## config.mk

```make
export PLATFORM = sky130hd
export DESIGN_NAME = dispoc_top
export DESIGN_NICKNAME = d
export VERILOG_FILES = /design/src/rtl/dispoc_pkg.sv /design/src/rtl/dispoc_pattern.sv /design/src/rtl/dispoc_top.sv
export SDC_FILE = /design/constraint.sdc
export NUM_CORES = 1
export LEC_CHECK = 0
export ABC_CLOCK_PERIOD_IN_PS = 1800
export BUFFER_PORTS_ARGS = -buffer_cell sky130_fd_sc_hd__buf_4
export CAP_MARGIN = 40
export CORE_MARGIN = 4
export CORE_UTILIZATION = 25
export CTS_CLUSTER_DIAMETER = 80
export DETAILED_ROUTE_END_ITERATION = 7
export HOLD_SLACK_MARGIN = 0.03
export MAX_ROUTING_LAYER = met4
export PLACE_DENSITY = 0.52
export SLEW_MARGIN = 20
export SYNTH_ARGS = -nofsm -noshare
export SYNTH_HDL_FRONTEND = slang
export SYNTH_SLANG_ARGS = --single-unit
```

## constraint.sdc

```tcl
create_clock -name clk -period 1.8 [get_ports clk]
set_input_delay 0.27 -clock clk [delete_from_list [all_inputs] [get_ports clk]]
set_output_delay 0.27 -clock clk [all_outputs]
set_load 0.02 [all_outputs]
```

## src/rtl/dispoc_pkg.sv

```systemverilog
// Package: register map, field positions and codes for display output config
package dispoc_pkg;

    localparam logic [11:0] FMT_CTRL_OFS  = 12'h000;
    localparam logic [11:0] PIN_CTRL_OFS  = 12'h004;
    localparam logic [11:0] PAD_STAT_OFS  = 12'h008;

    localparam logic [15:0] FMT_CTRL_RST  = 16'h0000;
    localparam logic [15:0] PIN_CTRL_RST  = 16'h0000;

    localparam int GLASS_LSB = 0;
    localparam int DEPTH_LSB = 5;
    localparam int TEST_LSB  = 8;

    localparam int HSOE_BIT  = 0;
    localparam int VSOE_BIT  = 1;
    localparam int ENOE_BIT  = 2;
    localparam int PWROE_BIT = 3;
    localparam int HSPOL_BIT = 4;
    localparam int VSPOL_BIT = 5;
    localparam int ENPOL_BIT = 6;
    localparam int CKPOL_BIT = 7;
    localparam int PWR_BIT   = 8;
    localparam int PINOE_BIT = 9;

    localparam logic [15:0] FMT_CTRL_MASK = 16'h03E7;
    localparam logic [15:0] PIN_CTRL_MASK = 16'h03FF;

    typedef enum logic [1:0] {
        DISPOC_PAT_NONE    = 2'h0,
        DISPOC_PAT_BLACK   = 2'h1,
        DISPOC_PAT_BARS    = 2'h2,
        DISPOC_PAT_BORDERS = 2'h3
    } dispoc_pattern_type;

    typedef enum logic [2:0] {
        DISPOC_BPP_1  = 3'h0,
        DISPOC_BPP_2  = 3'h1,
        DISPOC_BPP_4  = 3'h2,
        DISPOC_BPP_8  = 3'h3,
        DISPOC_BPP_16 = 3'h4
    } dispoc_depth_type;

    typedef enum logic [2:0] {
        DISPOC_GLASS_OFF   = 3'h0,
        DISPOC_GLASS_TFT   = 3'h1,
        DISPOC_GLASS_MONO  = 3'h2,
        DISPOC_GLASS_COLOR = 3'h3
    } dispoc_glass_type;

    // Log2 of the bar width in pixels for the pattern generator
    localparam logic [3:0] BAR_SHIFT = 4'h5;

    // Raw timing/pixel stream from the display engine
    typedef struct packed {
        logic [15:0] data;
        logic        den;
        logic        vsync;
        logic        hsync;
        logic        first_col;
        logic        last_col;
        logic        first_row;
        logic        last_row;
        logic [10:0] col;
    } dispoc_video_type;

    // Pad-level outputs: value and active-low output enable
    typedef struct packed {
        logic [15:0] data;
        logic [15:0] data_oe_n;
        logic        den;
        logic        den_oe_n;
        logic        vsync;
        logic        vsync_oe_n;
        logic        hsync;
        logic        hsync_oe_n;
        logic        pwr;
        logic        pwr_oe_n;
    } dispoc_pads_type;

endpackage

```

## src/rtl/dispoc_pattern.sv

```systemverilog
// Test pattern generator that replaces pixel data on the display stream
module dispoc_pattern (
    input  wire logic                        clk,
    input  wire logic                        nrst,
    input  wire dispoc_pkg::dispoc_pattern_type mode,
    input  wire dispoc_pkg::dispoc_depth_type   depth,
    input  wire dispoc_pkg::dispoc_video_type   vin,
    output logic [15:0]                      data_r
);
    logic [15:0] full;
    logic [15:0] pix_nxt;
    logic [2:0]  bar_idx;
    logic        edge_px;

    always_comb begin
        case (depth)
            dispoc_pkg::DISPOC_BPP_1:  full = 16'h0001;
            dispoc_pkg::DISPOC_BPP_2:  full = 16'h0003;
            dispoc_pkg::DISPOC_BPP_4:  full = 16'h000F;
            dispoc_pkg::DISPOC_BPP_8:  full = 16'h00FF;
            default:                   full = 16'hFFFF;
        endcase
    end

    assign bar_idx = 3'(vin.col >> dispoc_pkg::BAR_SHIFT);
    assign edge_px = vin.first_col | vin.last_col |
                     vin.first_row | vin.last_row;

    // pattern selection
    always_comb begin
        case (mode)
            dispoc_pkg::DISPOC_PAT_BORDERS: pix_nxt = edge_px ? full : 16'h0000;
            dispoc_pkg::DISPOC_PAT_BARS:
                pix_nxt = full & {bar_idx, bar_idx, bar_idx, bar_idx,
                                  bar_idx, bar_idx[0]};
            dispoc_pkg::DISPOC_PAT_BLACK:   pix_nxt = 16'h0000;
            default:                        pix_nxt = vin.data;
        endcase
    end

    always_ff @(posedge clk) begin
        if (!nrst) begin
            data_r <= 16'h0000;
        end else begin
            data_r <= pix_nxt;
        end
    end
endmodule

```

## src/rtl/dispoc_top.sv

```systemverilog
// Display output configuration: APB registers, pattern and pad gating
// Summary of operation
// Two-bit field picks test pattern or image
// Three-bit colour depth code, software matches
// Three-bit field selects glass type
// Master pad enable gates data, enable, syncs
// Power output follows sequencer bit when enabled
// Vsync driven only when port enabled
// Enable polarity bit selects active level
module dispoc_top (
    input  wire logic                      clk,
    input  wire logic                      nrst,
    input  wire logic                      psel,
    input  wire logic                      penable,
    input  wire logic                      pwrite,
    input  wire logic [11:0]               paddr,
    input  wire logic [31:0]               pwdata,
    output logic [31:0]                    prdata,
    output logic                           pready,
    output logic                           pslverr,
    input  wire dispoc_pkg::dispoc_video_type vin,
    output dispoc_pkg::dispoc_pads_type    pads,
    output logic                           glass_clock_polarity,
    output dispoc_pkg::dispoc_glass_type   glass_type_select,
    output dispoc_pkg::dispoc_depth_type   display_color_depth
);
    logic [15:0] display_format_control_r;
    logic [15:0] display_pin_control_r;
    logic [15:0] pat_data;
    logic        den_d_r;
    logic        vs_d_r;
    logic        hs_d_r;
    logic        wr_en;
    logic        rd_en;
    logic        hit;
    logic [31:0] rdata_nxt;
    logic        glass_on;
    logic        en_pol;
    logic        pin_oe;
    dispoc_pkg::dispoc_pattern_type test_pattern_select;
    dispoc_pkg::dispoc_pads_type    pads_nxt;

    assign wr_en = psel & penable & pwrite;
    assign rd_en = psel & ~penable & ~pwrite;
    assign hit = (paddr == dispoc_pkg::FMT_CTRL_OFS) ||
                 (paddr == dispoc_pkg::PIN_CTRL_OFS) ||
                 (paddr == dispoc_pkg::PAD_STAT_OFS);
    assign pready  = 1'b1;
    assign pslverr = psel & penable & ~hit;

    // pattern field decode
    assign test_pattern_select = dispoc_pkg::dispoc_pattern_type'(
        display_format_control_r[dispoc_pkg::TEST_LSB +: 2]);
    // colour depth field
    assign display_color_depth = dispoc_pkg::dispoc_depth_type'(
        display_format_control_r[dispoc_pkg::DEPTH_LSB +: 3]);
    // glass type field
    assign glass_type_select = dispoc_pkg::dispoc_glass_type'(
        display_format_control_r[dispoc_pkg::GLASS_LSB +: 3]);
    assign glass_clock_polarity =
        display_pin_control_r[dispoc_pkg::CKPOL_BIT];

    // Reserved glass codes leave the pads idle like code 000
    assign glass_on = (glass_type_select == dispoc_pkg::DISPOC_GLASS_TFT) ||
                      (glass_type_select == dispoc_pkg::DISPOC_GLASS_MONO) ||
                      (glass_type_select == dispoc_pkg::DISPOC_GLASS_COLOR);

    always_ff @(posedge clk) begin
        if (!nrst) begin
            display_format_control_r <= dispoc_pkg::FMT_CTRL_RST;
        end else if (wr_en && paddr == dispoc_pkg::FMT_CTRL_OFS) begin
            display_format_control_r <=
                pwdata[15:0] & dispoc_pkg::FMT_CTRL_MASK;
        end
    end

    always_ff @(posedge clk) begin
        if (!nrst) begin
            display_pin_control_r <= dispoc_pkg::PIN_CTRL_RST;
        end else if (wr_en && paddr == dispoc_pkg::PIN_CTRL_OFS) begin
            display_pin_control_r <=
                pwdata[15:0] & dispoc_pkg::PIN_CTRL_MASK;
        end
    end

    always_comb begin
        if (paddr == dispoc_pkg::FMT_CTRL_OFS) begin
            rdata_nxt = {16'h0000, display_format_control_r};
        end else if (paddr == dispoc_pkg::PIN_CTRL_OFS) begin
            rdata_nxt = {16'h0000, display_pin_control_r};
        end else if (paddr == dispoc_pkg::PAD_STAT_OFS) begin
            rdata_nxt = {27'h0000000, pads.pwr, pads.hsync_oe_n,
                         pads.vsync_oe_n, pads.den_oe_n, pads.data_oe_n[0]};
        end else begin
            rdata_nxt = 32'h00000000;
        end
    end

    always_ff @(posedge clk) begin
        if (!nrst) begin
            prdata <= 32'h00000000;
        end else if (rd_en) begin
            prdata <= rdata_nxt;
        end
    end

    dispoc_pattern u_pattern (
        .clk    (clk),
        .nrst   (nrst),
        .mode   (test_pattern_select),
        .depth  (display_color_depth),
        .vin    (vin),
        .data_r (pat_data)
    );

    // Delay timing signals to align with pattern data
    always_ff @(posedge clk) begin
        if (!nrst) begin
            den_d_r <= 1'b0;
            vs_d_r  <= 1'b0;
            hs_d_r  <= 1'b0;
        end else begin
            den_d_r <= vin.den;
            vs_d_r  <= vin.vsync;
            hs_d_r  <= vin.hsync;
        end
    end

    assign en_pol = display_pin_control_r[dispoc_pkg::ENPOL_BIT];
    assign pin_oe = display_pin_control_r[dispoc_pkg::PINOE_BIT] & glass_on;

    always_comb begin
        pads_nxt = '0;
        pads_nxt.data = pat_data;
        // enable polarity
        pads_nxt.den = en_pol ? den_d_r : ~den_d_r;
        pads_nxt.vsync =
            display_pin_control_r[dispoc_pkg::VSPOL_BIT] ? vs_d_r : ~vs_d_r;
        pads_nxt.hsync =
            display_pin_control_r[dispoc_pkg::HSPOL_BIT] ? hs_d_r : ~hs_d_r;
        // master pad enable gating
        pads_nxt.data_oe_n = {16{~pin_oe}};
        pads_nxt.den_oe_n =
            ~(pin_oe & display_pin_control_r[dispoc_pkg::ENOE_BIT]);
        // vsync port enable
        pads_nxt.vsync_oe_n =
            ~(pin_oe & display_pin_control_r[dispoc_pkg::VSOE_BIT]);
        pads_nxt.hsync_oe_n =
            ~(pin_oe & display_pin_control_r[dispoc_pkg::HSOE_BIT]);
        // power sequencer output
        pads_nxt.pwr = display_pin_control_r[dispoc_pkg::PWR_BIT];
        pads_nxt.pwr_oe_n = ~display_pin_control_r[dispoc_pkg::PWROE_BIT];
        // Disabled vsync and enable pins hold their inactive level
        if (pads_nxt.vsync_oe_n) begin
            pads_nxt.vsync = ~display_pin_control_r[dispoc_pkg::VSPOL_BIT];
        end
        if (pads_nxt.den_oe_n) begin
            pads_nxt.den = ~en_pol;
        end
    end

    always_ff @(posedge clk) begin
        if (!nrst) begin
            pads <= '{default: 1'b0, data_oe_n: 16'hFFFF, den_oe_n: 1'b1,
                      vsync_oe_n: 1'b1, hsync_oe_n: 1'b1, pwr_oe_n: 1'b1};
        end else begin
            pads <= pads_nxt;
        end
    end
endmodule

```

==> results by group, run 1 <==
CTS
  – Root buffer cell: clkbuf_16
  – CTS tree: yes
  – Longest Clk Path Bufs: 2
  – Hold-fix buffers, CTS: 0
  – Inserted Clock Buffers: 9
  – Clock transition at the registers of the reported paths: 0.06 ns
  – CTS H-tree lvls: 3
  – Postcts setup bufs: 0
  – Worst-Skew Late Latency: 0.33 ns
  – CTS Sinks: 72

Drt
  – Top routing layer used: met4
  – WL met2: 3.71 mm
  – DR pass1 iterations: 4
  – Drt total wl: 7.90 mm
  – DRC violations left: 0
  – Antenna Violating Nets Remaining: 0
  – Vias per Instance: 4.22
  – Iter 0 DRT Violations: 98
  – DRT met1 WL: 3.58 mm
  – Met3 routed WL: 417 um
  – WL/cell: 13.8 um
  – Vias post-DR: 2417

Power and ir drop
  – Maximum vdd drop: 0.576 mV
  – Power density over the cells: 908 nW/um2
  – Leak pwr: 1.79 nW

Timing
  – Unrepaired setup endpoints after global routing: false
  – Clock Skews: 0.00517 ns
  – # setup viols final: 0
  – Pins over their slew limit: 0
  – Final hold violations: 0
  – Final worst setup slack: 0.166 ns
  – Peak Freq: 0.612 GHz
  – Slew @ Worst Pin: 0.509 ns
  – Tmin final: 1.63 ns
  – Fin crit share: 90.8%
  – Slew headroom: 66.0%
  – Fin Hold WS: 0.154 ns

Logic synthesis
  – Register area share after synthesis: 47.4%
  – Post-Synthesis Cells: 323
  – Syn Std Cell Area: 3040 um2
  – Synth warn: 0
  – #FFs+latches synth: 72
  – Post-synthesis cell type count: 39
  – Avg Cell Area, Syn: 9.42 um2

Setup path
  – Setup crit start kind: primary input
  – Endpoint type of the worst setup path: output pin
  – Critical path arrival: 1.36 ns
  – Max stage delay cell, worst path: or4_4
  – Crit-path most repeated cell: buf_4
  – CP cell instances: buf_4, or4_4, nor3_4, a21oi_1, buf_4
  – Crit-path max cell delay: 0.57 ns
  – CP bufs+invs: 2
  – Worst Path Max Fanout: 4
  – Critical path class: primary input to output pin
  – Required time worst endpoint: 1.53 ns
  – Largest delay share family, worst path: simple AND/OR/NAND/NOR gates

Global routing
  – Vias in the first global route: 2432
  – Pin count of the biggest net entering global routing: 43
  – First-pass GRT wire length: 12.4 mm
  – Grt ovf: 0
  – Number of antenna violations at the first check in global routing: 0
  – Gr usage total: 11.6%

Floorplanning
  – Number of top-level pins: 164
  – Die Ht: 118 um
  – FP Rows: 40
  – Initial cell density of the core: 25.4%
  – Core area: 12000 um2
  – Die area: 14000 um2
  – Die span in x: 118 um

Layout
  – Post-layout nets: 504
  – Area added between synthesis and finish: 37.0%
  – Final std cell area, no fill: 4170 um2
  – Antenna Cells: 0
  – Share of layout cells above drive strength 1: 34.5%

Place
  – Place WS: -0.181 ns
  – I/O Buffers: 110
  – Area after DPL: 3860 um2
  – Dpl hpwl: 5.97 mm
  – Final Wtd Congestion: 0.775

Hold path
  – Hold WC Path Type: primary input to flop

Job
  – Maximum capacitance violations: 0

Run status
  – Status: finished, final reports clean
-- flip-flops by register name (all words and copies together), names as in the netlist --
name,count
pads,25
u_pattern.data_r,16
display_format_control_r,8
prdata,10
den_d_r,1
display_pin_control_r,10
vs_d_r,1
hs_d_r,1
-- synth_stat cells --
library cell,instances,area [um2]
a21boi_1,15,113
a21o_1,1,7.51
a21oi_1,10,50.1
a221oi_1,2,17.5
a22o_1,7,61.3
a22oi_1,2,15.0
and2_1,30,188
and3_1,2,12.5
buf_2,1,5.00
buf_4,46,345
clkbuf_1,11,41.3
conb_1,2,7.51
dfxtp_1,72,1440
inv_1,2,7.51
mux2i_1,10,100
nand2_1,24,90.1
nand2b_1,3,18.8
nand3_1,9,45.0
nand3b_1,3,22.5
nor2_1,4,15.0
nor2b_1,15,93.8
nor3_1,3,15.0
nor3b_1,2,15.0
nor4_1,2,12.5
nor4_2,1,12.5
nor4b_2,1,15.0
o21a_1,6,45.0
o21ai_0,10,50.1
o21ai_1,12,60.1
o22ai_1,3,18.8
o31ai_1,1,7.51
or2_1,1,6.26
or2_2,1,6.26
or3_1,1,6.26
or3b_1,1,8.76
or4_1,1,7.51
or4_4,2,22.5
or4b_1,1,10.0
xnor2_1,3,26.3
-- cell families after synthesis --
family / Yosys count / synth area share (%)
compound gates: 69 / 14.6
simple gates: 107 / 20.5
xor+xnor: 3 / 0.864
flops: 72 / 47.4
other cells: 2 / 0.247
mux: 10 / 3.29
buf+inv: 60 / 13.1
-- worst reg2reg max path: cells and delay by family (launching register included) --
family,cells,cell delay [ns]
simple gates,2,0.37
flops,1,0.34
compound gates,2,0.48
-- timing repair --
item / in CTS / in global routing
setup endpoints to repair: 1 / 1
resized for setup: 1 / 1
endpoints found under the hold margin: 0 / 0
pin swaps: 0 / 0
-- per-stage QoR --
| step | std cells | util, % | TNS, ns | power (mW) |
|---|---|---|---|---|
| 6_report | 573 | 34.9 | 0 | 3.78 |
| 5_1_grt | 573 | 34.9 | 0 | 3.94 |
| 4_1_cts | 574 | 34.9 | 0 | 3.84 |
| 3_5_place_dp | 558 | 32.3 | -3.02 | 2.02 |
| 3_3_place_gp | 558 | 32.3 | -2.97 | 2.02 |
| 2_1_floorplan | 344 | - | 0 | 1.89 |
-- power breakdown --
part / leakage (nW) / internal [mW] / switching [mW]
combinational: 1.05 / 0.158 / 0.172
sequential: 0.590 / 1.64 / 0.0124
clock: 0.148 / 1.14 / 0.660
-- layout by cell type, fill, tap and decap left out, types with 7 or more instances in the layout --
master / netlist / final
buf_4: 46 / 124
dfxtp_1: 72 / 72
and2_1: 30 / 30
nand2_1: 24 / 24
conb_1: 2 / 23
a21boi_1: 15 / 15
nor2b_1: 15 / 15
o21ai_1: 12 / 12
a21oi_1: 10 / 10
o21ai_0: 10 / 10
mux2i_1: 10 / 10
nand3_1: 9 / 9
clkbuf_16: 0 / 9
a22o_1: 7 / 7
-- per-layer routing --
metal / vias up / GRT usage [%]
met5: - / -
met1: 1101 / 14.1
met3: 16 / 2.68
li1: 1225 / -
met2: 75 / 18.1
met4: 0 / 5.42
-- final timing paths --
kind                                                   from              endpoint  slack, ns  cells past startpoint
worst max-delay path                               paddr[5]               pslverr       0.17                      5
worst max register to register  display_format_control_r[8]  u_pattern.data_r[15]       0.56                      4
worst min register to register     display_pin_control_r[0]               pads[2]       0.40                      1
worst min-delay path                                vin[15]                hs_d_r       0.15                      2
-- cell type report --
class,count,area [um2]
Clock buffer,11,253
Tap cell,147,184
Fill cell,1233,7790
Sequential cell,72,1440
Timing Repair Buffer,124,931
Inverter,2,7.51
Multi-Input combinational cell,212,1300
Clock inverter,5,55.1
Note: power is estimated with default switching activity, not from simulation.
==> inputs of run 2 (changes only) <==
--- a/config.mk
+++ b/config.mk
@@ -5,16 +5,16 @@
 export SDC_FILE = /design/constraint.sdc
 export NUM_CORES = 1
 export LEC_CHECK = 0
+export ABC_AREA = 1
 export ABC_CLOCK_PERIOD_IN_PS = 1800
 export BUFFER_PORTS_ARGS = -buffer_cell sky130_fd_sc_hd__buf_4
 export CAP_MARGIN = 40
-export CORE_MARGIN = 4
 export CORE_UTILIZATION = 25
 export CTS_CLUSTER_DIAMETER = 80
 export DETAILED_ROUTE_END_ITERATION = 7
 export HOLD_SLACK_MARGIN = 0.03
 export MAX_ROUTING_LAYER = met4
-export PLACE_DENSITY = 0.52
+export PLACE_DENSITY = 0.51
 export SLEW_MARGIN = 20
 export SYNTH_ARGS = -nofsm -noshare
 export SYNTH_HDL_FRONTEND = slang
==> results by group, run 2 <==
Job
  – Maximum capacitance violations: 0 (unchanged)

Power and ir drop
  – Comb pwr share: 8.9% (+0.2 points)
  – Leak pwr: 2.22 nW (+24%)
  – NetSw: 824 uW (-2.5%)
  – Clock power share: 45.7% (-1.9 points)
  – Switching Fraction: 22.6% (+0.24 points)
  – Reg power frac: 45.3% (+1.6 points)
  – Maximum vdd drop: 0.395 mV (-31%)
  – Power density over the cells: 878 nW/um2 (-3.2%)
  – Int Power: 2.83 mW (-3.8%)

Floorplanning
  – FP Rows: 40 (unchanged)
  – Initial cell density of the core: 25.8% (+0.36 points)
  – Number of top-level pins: 164 (unchanged)
  – Core area: 12100 um2 (+1.3%)
  – Die span in x: 114 um (-3.8%)
  – Die Ht: 114 um (-3.8%)
  – Die area: 12900 um2 (-7.5%)

Global routing
  – Grt ovf: 0 (unchanged)
  – Number of antenna violations at the first check in global routing: 0 (unchanged)
  – Pin count of the biggest net entering global routing: 37 (-14%)
  – Gr usage total: 11.6% (+0.053 points)
  – Vias in the first global route: 2370 (-2.5%)
  – First-pass GRT wire length: 11.2 mm (-10%)

Drt
  – WL/cell: 10.9 um (-21%)
  – Antenna Violating Nets Remaining: 0 (unchanged)
  – Drt total wl: 7.43 mm (-5.9%)
  – Vias per Instance: 3.88 (-8.1%)
  – DRC violations left: 0 (unchanged)
  – DR pass1 iterations: 4 (unchanged)
  – Vias post-DR: 2652 (+9.7%)
  – Iter 0 DRT Violations: 99 (+1.0%)

Layout
  – Max reg flops: 25 (unchanged)
  – Share of layout cells above drive strength 1: 25.8% (-8.7 points)
  – Largest regs: pads: 25 flops, u_pattern.data_r: 16 flops
  – Final core occ: 34.3% (-0.54 points)
  – Most common cell after layout, fill and taps aside: buf_4
  – Commonest non-fill, non-tap cells in the layout: 114 x buf_4, 93 x nand2_1, 76 x inv_1
  – Top reg by flops: pads
  – Final std cell area, no fill: 4160 um2 (-0.30%)
  – Antenna Cells: 0 (unchanged)
  – Post-layout nets: 594 (+18%)
  – Area added between synthesis and finish: 33.1%

Hold path
  – Hold path start: vin[15]
  – Hold WC Path Type: primary input to flop

Logic synthesis
  – Avg Cell Area, Syn: 7.40 um2 (-21%)
  – Syn Std Cell Area: 3120 um2 (+2.7%)
  – Post-synthesis cell type count: 23 (-41%)
  – Top cells by area, synth: dfxtp_1 46%, nand2_1 11%, buf_4 11%, inv_1 9.1%, a21oi_1 4.0%
  – Leading area contributor after synthesis: dfxtp_1
  – Top cells by count, synth: 93 x nand2_1, 76 x inv_1, 72 x dfxtp_1
  – FFs w/ async S/R, synth: 0% (unchanged)
  – Ys flop type: dfxtp_1
  – #FFs+latches synth: 72 (unchanged)
  – Register area share after synthesis: 46.1% (-1.2 points)
  – Count leader, synth: nand2_1
  – Synth warn: 0 (unchanged)
  – Post-synth EDFFs: 0 (unchanged)
  – Post-Synthesis Cells: 422 (+31%)
  – Synth top area share: 46.1% (-1.2 points)

Setup path
  – Worst Path Max Fanout: 17 (+13)
  – CP cell instances: buf_4
  – Setup crit start kind: flop
  – CP bufs+invs: 1 (-1)
  – Reg-to-reg startpoint: display_pin_control_r[9]
  – Critical path class: flop to output pin
  – Largest delay share family, worst path: flip-flops
  – Critical path arrival: 1.20 ns (-0.16 ns)
  – Endpoint type of the worst setup path: output pin
  – Required time worst endpoint: 1.53 ns (about the same)
  – Worst Setup SP: pads[8]
  – Max stage delay cell, worst path: dfxtp_1
  – Crit-path max cell delay: 0.64 ns (+0.07 ns)

Timing
  – Pins over their slew limit: 0 (unchanged)
  – Fin crit share: 81.9% (-8.9 points)
  – Peak Freq: 0.679 GHz (+11%)
  – Final hold violations: 0 (unchanged)
  – Tmin final: 1.47 ns (-0.161 ns)
  – # setup viols final: 0 (unchanged)
  – Fin Hold WS: 0.125 ns (-0.0292 ns)
  – Unrepaired setup endpoints after global routing: false
  – Slew headroom: 65.9% (-0.15 points)
  – Total negative setup slack: 0 ns (unchanged)
  – Slew @ Worst Pin: 0.511 ns (+0.00221 ns)
  – Clock Skews: 0.00639 ns (+0.00121 ns)

CTS
  – Worst-Skew Late Latency: 0.33 ns (about the same)
  – CTS tree: yes
  – Hold-fix buffers, CTS: 0 (unchanged)
  – CTS Sinks: 72 (unchanged)
  – Postcts setup bufs: 0 (unchanged)
  – Longest Clk Path Bufs: 2 (unchanged)
  – Root buffer cell: clkbuf_16
  – PostCTS Resize Cnt: 0 (-1)
  – Inserted Clock Buffers: 9 (unchanged)
  – CTS H-tree lvls: 3 (unchanged)
  – Clock transition at the registers of the reported paths: 0.05 ns (about the same)

Place
  – Final Wtd Congestion: 0.812 (+4.8%)
  – Dpl hpwl: 5.68 mm (-4.9%)
  – Area after DPL: 3870 um2 (+0.32%)
  – I/O Buffers: 110 (unchanged)

Run status
  – Status: finished, final reports clean
## run 2: changes by cell type after synthesis, sizes merged, moves of 6 or more
cell | before | now
a21boi | 15 | 0
a21oi | 10 | 25
and2 | 30 | 0
inv | 2 | 76
mux2i | 10 | 0
nand2 | 24 | 94
nand3 | 9 | 22
nor2 | 4 | 26
nor2b | 15 | 0
o21a | 6 | 0
o21ai | 22 | 34
## run 2: final timing paths
path                            endpoint  slack [ns]  cells past startpoint
worst max-delay path             pads[9]        0.33                      1
worst min-delay path              hs_d_r        0.12                      3
worst max register to register   pads[7]        0.44                      6
worst min register to register  pads[30]        0.41                      2
## run 2: final cells by class
type / instances / area, um2
Fill cell: 1341 / 7950
Timing Repair Buffer: 114 / 856
Sequential cell: 72 / 1440
Inverter: 76 / 285
Multi-Input combinational cell: 238 / 1080
Clock buffer: 14 / 274
Clock inverter: 2 / 12.5
Tap cell: 168 / 210
## run 2: logic make-up (layout without fill, tap and decap cells)
group,count (synthesis),after routing,share of synthesized area (%)
buf+inv,133,206,21.9
compound gates,68,68,11.8
other cells,2,23,0.240
xor+xnor,1,1,0.280
simple gates,146,146,19.7
flops,72,72,46.1
## run 2: worst min-delay path, delay by kind of cell
kind	cells	cell delay, ns
buffers and inverters	2	0.12
and+or+nand+nor	1	0.04
## run 2: per-stage QoR
| step | total power [mW] | std cells | setup WS, ns |
|---|---|---|---|
| floorplan | 1.90 | 443 | 0.549 |
| global placement | 2.02 | 667 | 0.149 |
| detailed placement | 2.02 | 668 | 0.149 |
| CTS | 3.69 | 684 | 0.295 |
| global route | 3.80 | 684 | 0.236 |
| finish | 3.65 | 684 | 0.326 |
## run 2: routing by layer
| metal | up-vias | global-route usage [%] | share of wire [%] |
|---|---|---|---|
| met3 | 17 | 2.50 | 4.1 |
| met2 | 65 | 18.9 | 49 |
| met4 | 0 | 6.93 | 2.9 |
| li1 | 1401 | - | - |
| met1 | 1169 | 13.1 | 44 |
| met5 | - | - | 0 |
## run 2: power by group through the flow
stage	sequential (mW)	clock, mW	combinational, mW
floorplan	1.72	0	0.184
global placement	1.69	0	0.326
detailed placement	1.69	0	0.329
CTS	1.66	1.71	0.329
global route	1.66	1.79	0.360
finish	1.66	1.67	0.326
==> inputs of run 3 (changes only) <==
--- a/config.mk
+++ b/config.mk
@@ -6,7 +6,7 @@
 export NUM_CORES = 1
 export LEC_CHECK = 0
 export ABC_AREA = 1
-export ABC_CLOCK_PERIOD_IN_PS = 1800
+export ABC_CLOCK_PERIOD_IN_PS = 1500
 export BUFFER_PORTS_ARGS = -buffer_cell sky130_fd_sc_hd__buf_4
 export CAP_MARGIN = 40
 export CORE_UTILIZATION = 25
@@ -14,7 +14,7 @@
 export DETAILED_ROUTE_END_ITERATION = 7
 export HOLD_SLACK_MARGIN = 0.03
 export MAX_ROUTING_LAYER = met4
-export PLACE_DENSITY = 0.51
+export PLACE_DENSITY = 0.49
 export SLEW_MARGIN = 20
 export SYNTH_ARGS = -nofsm -noshare
 export SYNTH_HDL_FRONTEND = slang
==> constraint.sdc (replaced) <==
create_clock -name clk -period 1.5 [get_ports clk]
set_input_delay 0.225 -clock clk [delete_from_list [all_inputs] [get_ports clk]]
set_output_delay 0.225 -clock clk [all_outputs]
set_load 0.02 [all_outputs]
==> results by group, run 3 (synthesized netlist as in run 2, its figures left out) <==
Run status
  – Status: finished, final reports clean

Layout
  – Commonest non-fill, non-tap cells in the layout: 123 x buf_4, 93 x nand2_1, 76 x inv_1
  – Share of layout cells above drive strength 1: 27.8% (+2.0 points)
  – Area added between synthesis and finish: 38.8%
  – Top reg by flops: pads
  – Final std cell area, no fill: 4340 um2 (+4.3%)
  – Final core occ: 35.8% (+1.5 points)
  – Antenna Cells: 0 (unchanged)
  – Most common cell after layout, fill and taps aside: buf_4
  – Max reg flops: 25 (unchanged)
  – Largest regs: pads: 25 flops, u_pattern.data_r: 16 flops
  – Post-layout nets: 604 (+1.7%)

Place
  – Area after DPL: 3960 um2 (+2.3%)
  – I/O Buffers: 110 (unchanged)
  – Final Wtd Congestion: 0.787 (-3.1%)
  – Place WS: -0.116 ns (-0.266 ns)
  – Dpl hpwl: 5.89 mm (+3.7%)

Setup path
  – Reg-to-reg startpoint: display_format_control_r[8]
  – Critical path class: flop to flop
  – Endpoint type of the worst setup path: flop
  – Required time worst endpoint: 1.70 ns (+0.17 ns)
  – Worst Path Max Fanout: 5 (-12)
  – Crit-path most repeated cell: inv_1
  – Setup crit start kind: flop
  – Max stage delay cell, worst path: dfxtp_1
  – CP cell instances: buf_4, inv_1, nand3_1, nand2_1, o21ai_0, inv_1
  – Worst Setup SP: display_format_control_r[8]
  – R2R Setup Slk: 0.23 ns (-0.21 ns)
  – Crit-path max cell delay: 0.39 ns (-0.25 ns)
  – Critical path arrival: 1.47 ns (+0.27 ns)

Timing
  – Final hold violations: 0 (unchanged)
  – Total negative setup slack: 0 ns (unchanged)
  – Tmin final: 1.27 ns
  – Peak Freq: 0.786 GHz
  – Final worst setup slack: 0.228 ns (-0.0984 ns)
  – Fin crit share: 84.8%
  – Pins over their slew limit: 0 (unchanged)
  – Unrepaired setup endpoints after global routing: false
  – Clock Skews: 0.00566 ns (-0.000731 ns)
  – # setup viols final: 0 (unchanged)

CTS
  – Worst-Skew Late Latency: 0.32 ns (about the same)
  – Root buffer cell: clkbuf_16
  – Clock transition at the registers of the reported paths: 0.06 ns (about the same)
  – Longest Clk Path Bufs: 2 (unchanged)
  – CTS tree: yes
  – Inserted Clock Buffers: 9 (unchanged)
  – Hold-fix buffers, CTS: 0 (unchanged)
  – CTS H-tree lvls: 3 (unchanged)
  – CTS Sinks: 72 (unchanged)

Floorplanning
  – Die span in x: 114 um (unchanged)
  – Initial cell density of the core: 25.8% (unchanged)
  – Number of top-level pins: 164 (unchanged)
  – FP Rows: 40 (unchanged)
  – Core area: 12100 um2 (unchanged)
  – Die Ht: 114 um (unchanged)
  – Die area: 12900 um2 (unchanged)

Global routing
  – Grt ovf: 0 (unchanged)
  – Gr usage total: 12.2% (+0.60 points)
  – Vias in the first global route: 2479 (+4.6%)
  – First-pass GRT wire length: 11.9 mm (+6.5%)
  – Pin count of the biggest net entering global routing: 33 (-11%)
  – Number of antenna violations at the first check in global routing: 0 (unchanged)

Hold path
  – Hold WC Path Type: primary input to flop
  – Hold path start: vin[15]

Drt
  – DRC violations left: 0 (unchanged)
  – DR pass1 iterations: 4 (unchanged)
  – Iter 0 DRT Violations: 98 (-1.0%)
  – WL/cell: 11.0 um (+1.3%)
  – Vias post-DR: 2650 (-0.075%)
  – Antenna Violating Nets Remaining: 0 (unchanged)
  – Drt total wl: 7.63 mm (+2.7%)
  – Vias per Instance: 3.82 (-1.4%)

Power and ir drop
  – Power density over the cells: 1150 nW/um2 (+31%)
  – Maximum vdd drop: 0.641 mV (+62%)
  – Total power: 4.99 mW (+37%)
  – Leak pwr: 2.32 nW (+4.5%)

Job
  – Maximum capacitance violations: 0 (unchanged)
run 3: power by group:
part	internal, mW	leakage, nW	total, mW	switching, mW
Clock	1.83	0.179	2.61	0.775
Sequential	1.97	0.589	1.99	0.0157
Combinational	0.177	1.55	0.401	0.224
Total	3.98	2.32	4.99	1.01
run 3: path summary, 6_finish.rpt:
path                          to  cells after the start
min                       hs_d_r                      3
max          u_pattern.data_r[0]                      6
max reg2reg  u_pattern.data_r[0]                      6
min reg2reg             pads[24]                      2
run 3: worst max-delay path, delay by kind of cell, from the launching register on:
family                 cells  cell delay, ns
AOI/OAI and AO/OA          1            0.29
buffers and inverters      3            0.29
DFF                        1            0.39
and+or+nand+nor            2            0.19
run 3: routing by layer:
metal | wire length, um | up-vias | track usage, %
li1 | - | 1422 | -
met5 | 0 | - | -
met3 | 291 | 5 | 2.55
met2 | 3760 | 65 | 20.1
met1 | 3520 | 1158 | 15.2
met4 | 66 | 0 | 3.38
run 3: repair_timing:
item                                    4_1_cts  5_1_grt
endpoints found under the setup margin        7       22
endpoints found under the hold margin         0        0
resized for setup                             1        2
setup buffers                                 0        0
run 3: through the flow:
stage	hold WS, ns	instances
after floorplan	0.323	443
after global placement	0.401	678
after detailed placement	0.402	678
after CTS	0.0825	693
after global routing	0.0945	693
final	0.0914	693
run 3: area by class of cell:
class | count | area, um2
timing repair buffer | 124 | 943
sequential | 72 | 1440
clock inverter | 5 | 129
multi-input combinational | 238 | 1090
inverter | 76 | 285
fill | 1315 | 7780
tap | 168 | 210
clock buffer | 10 | 239
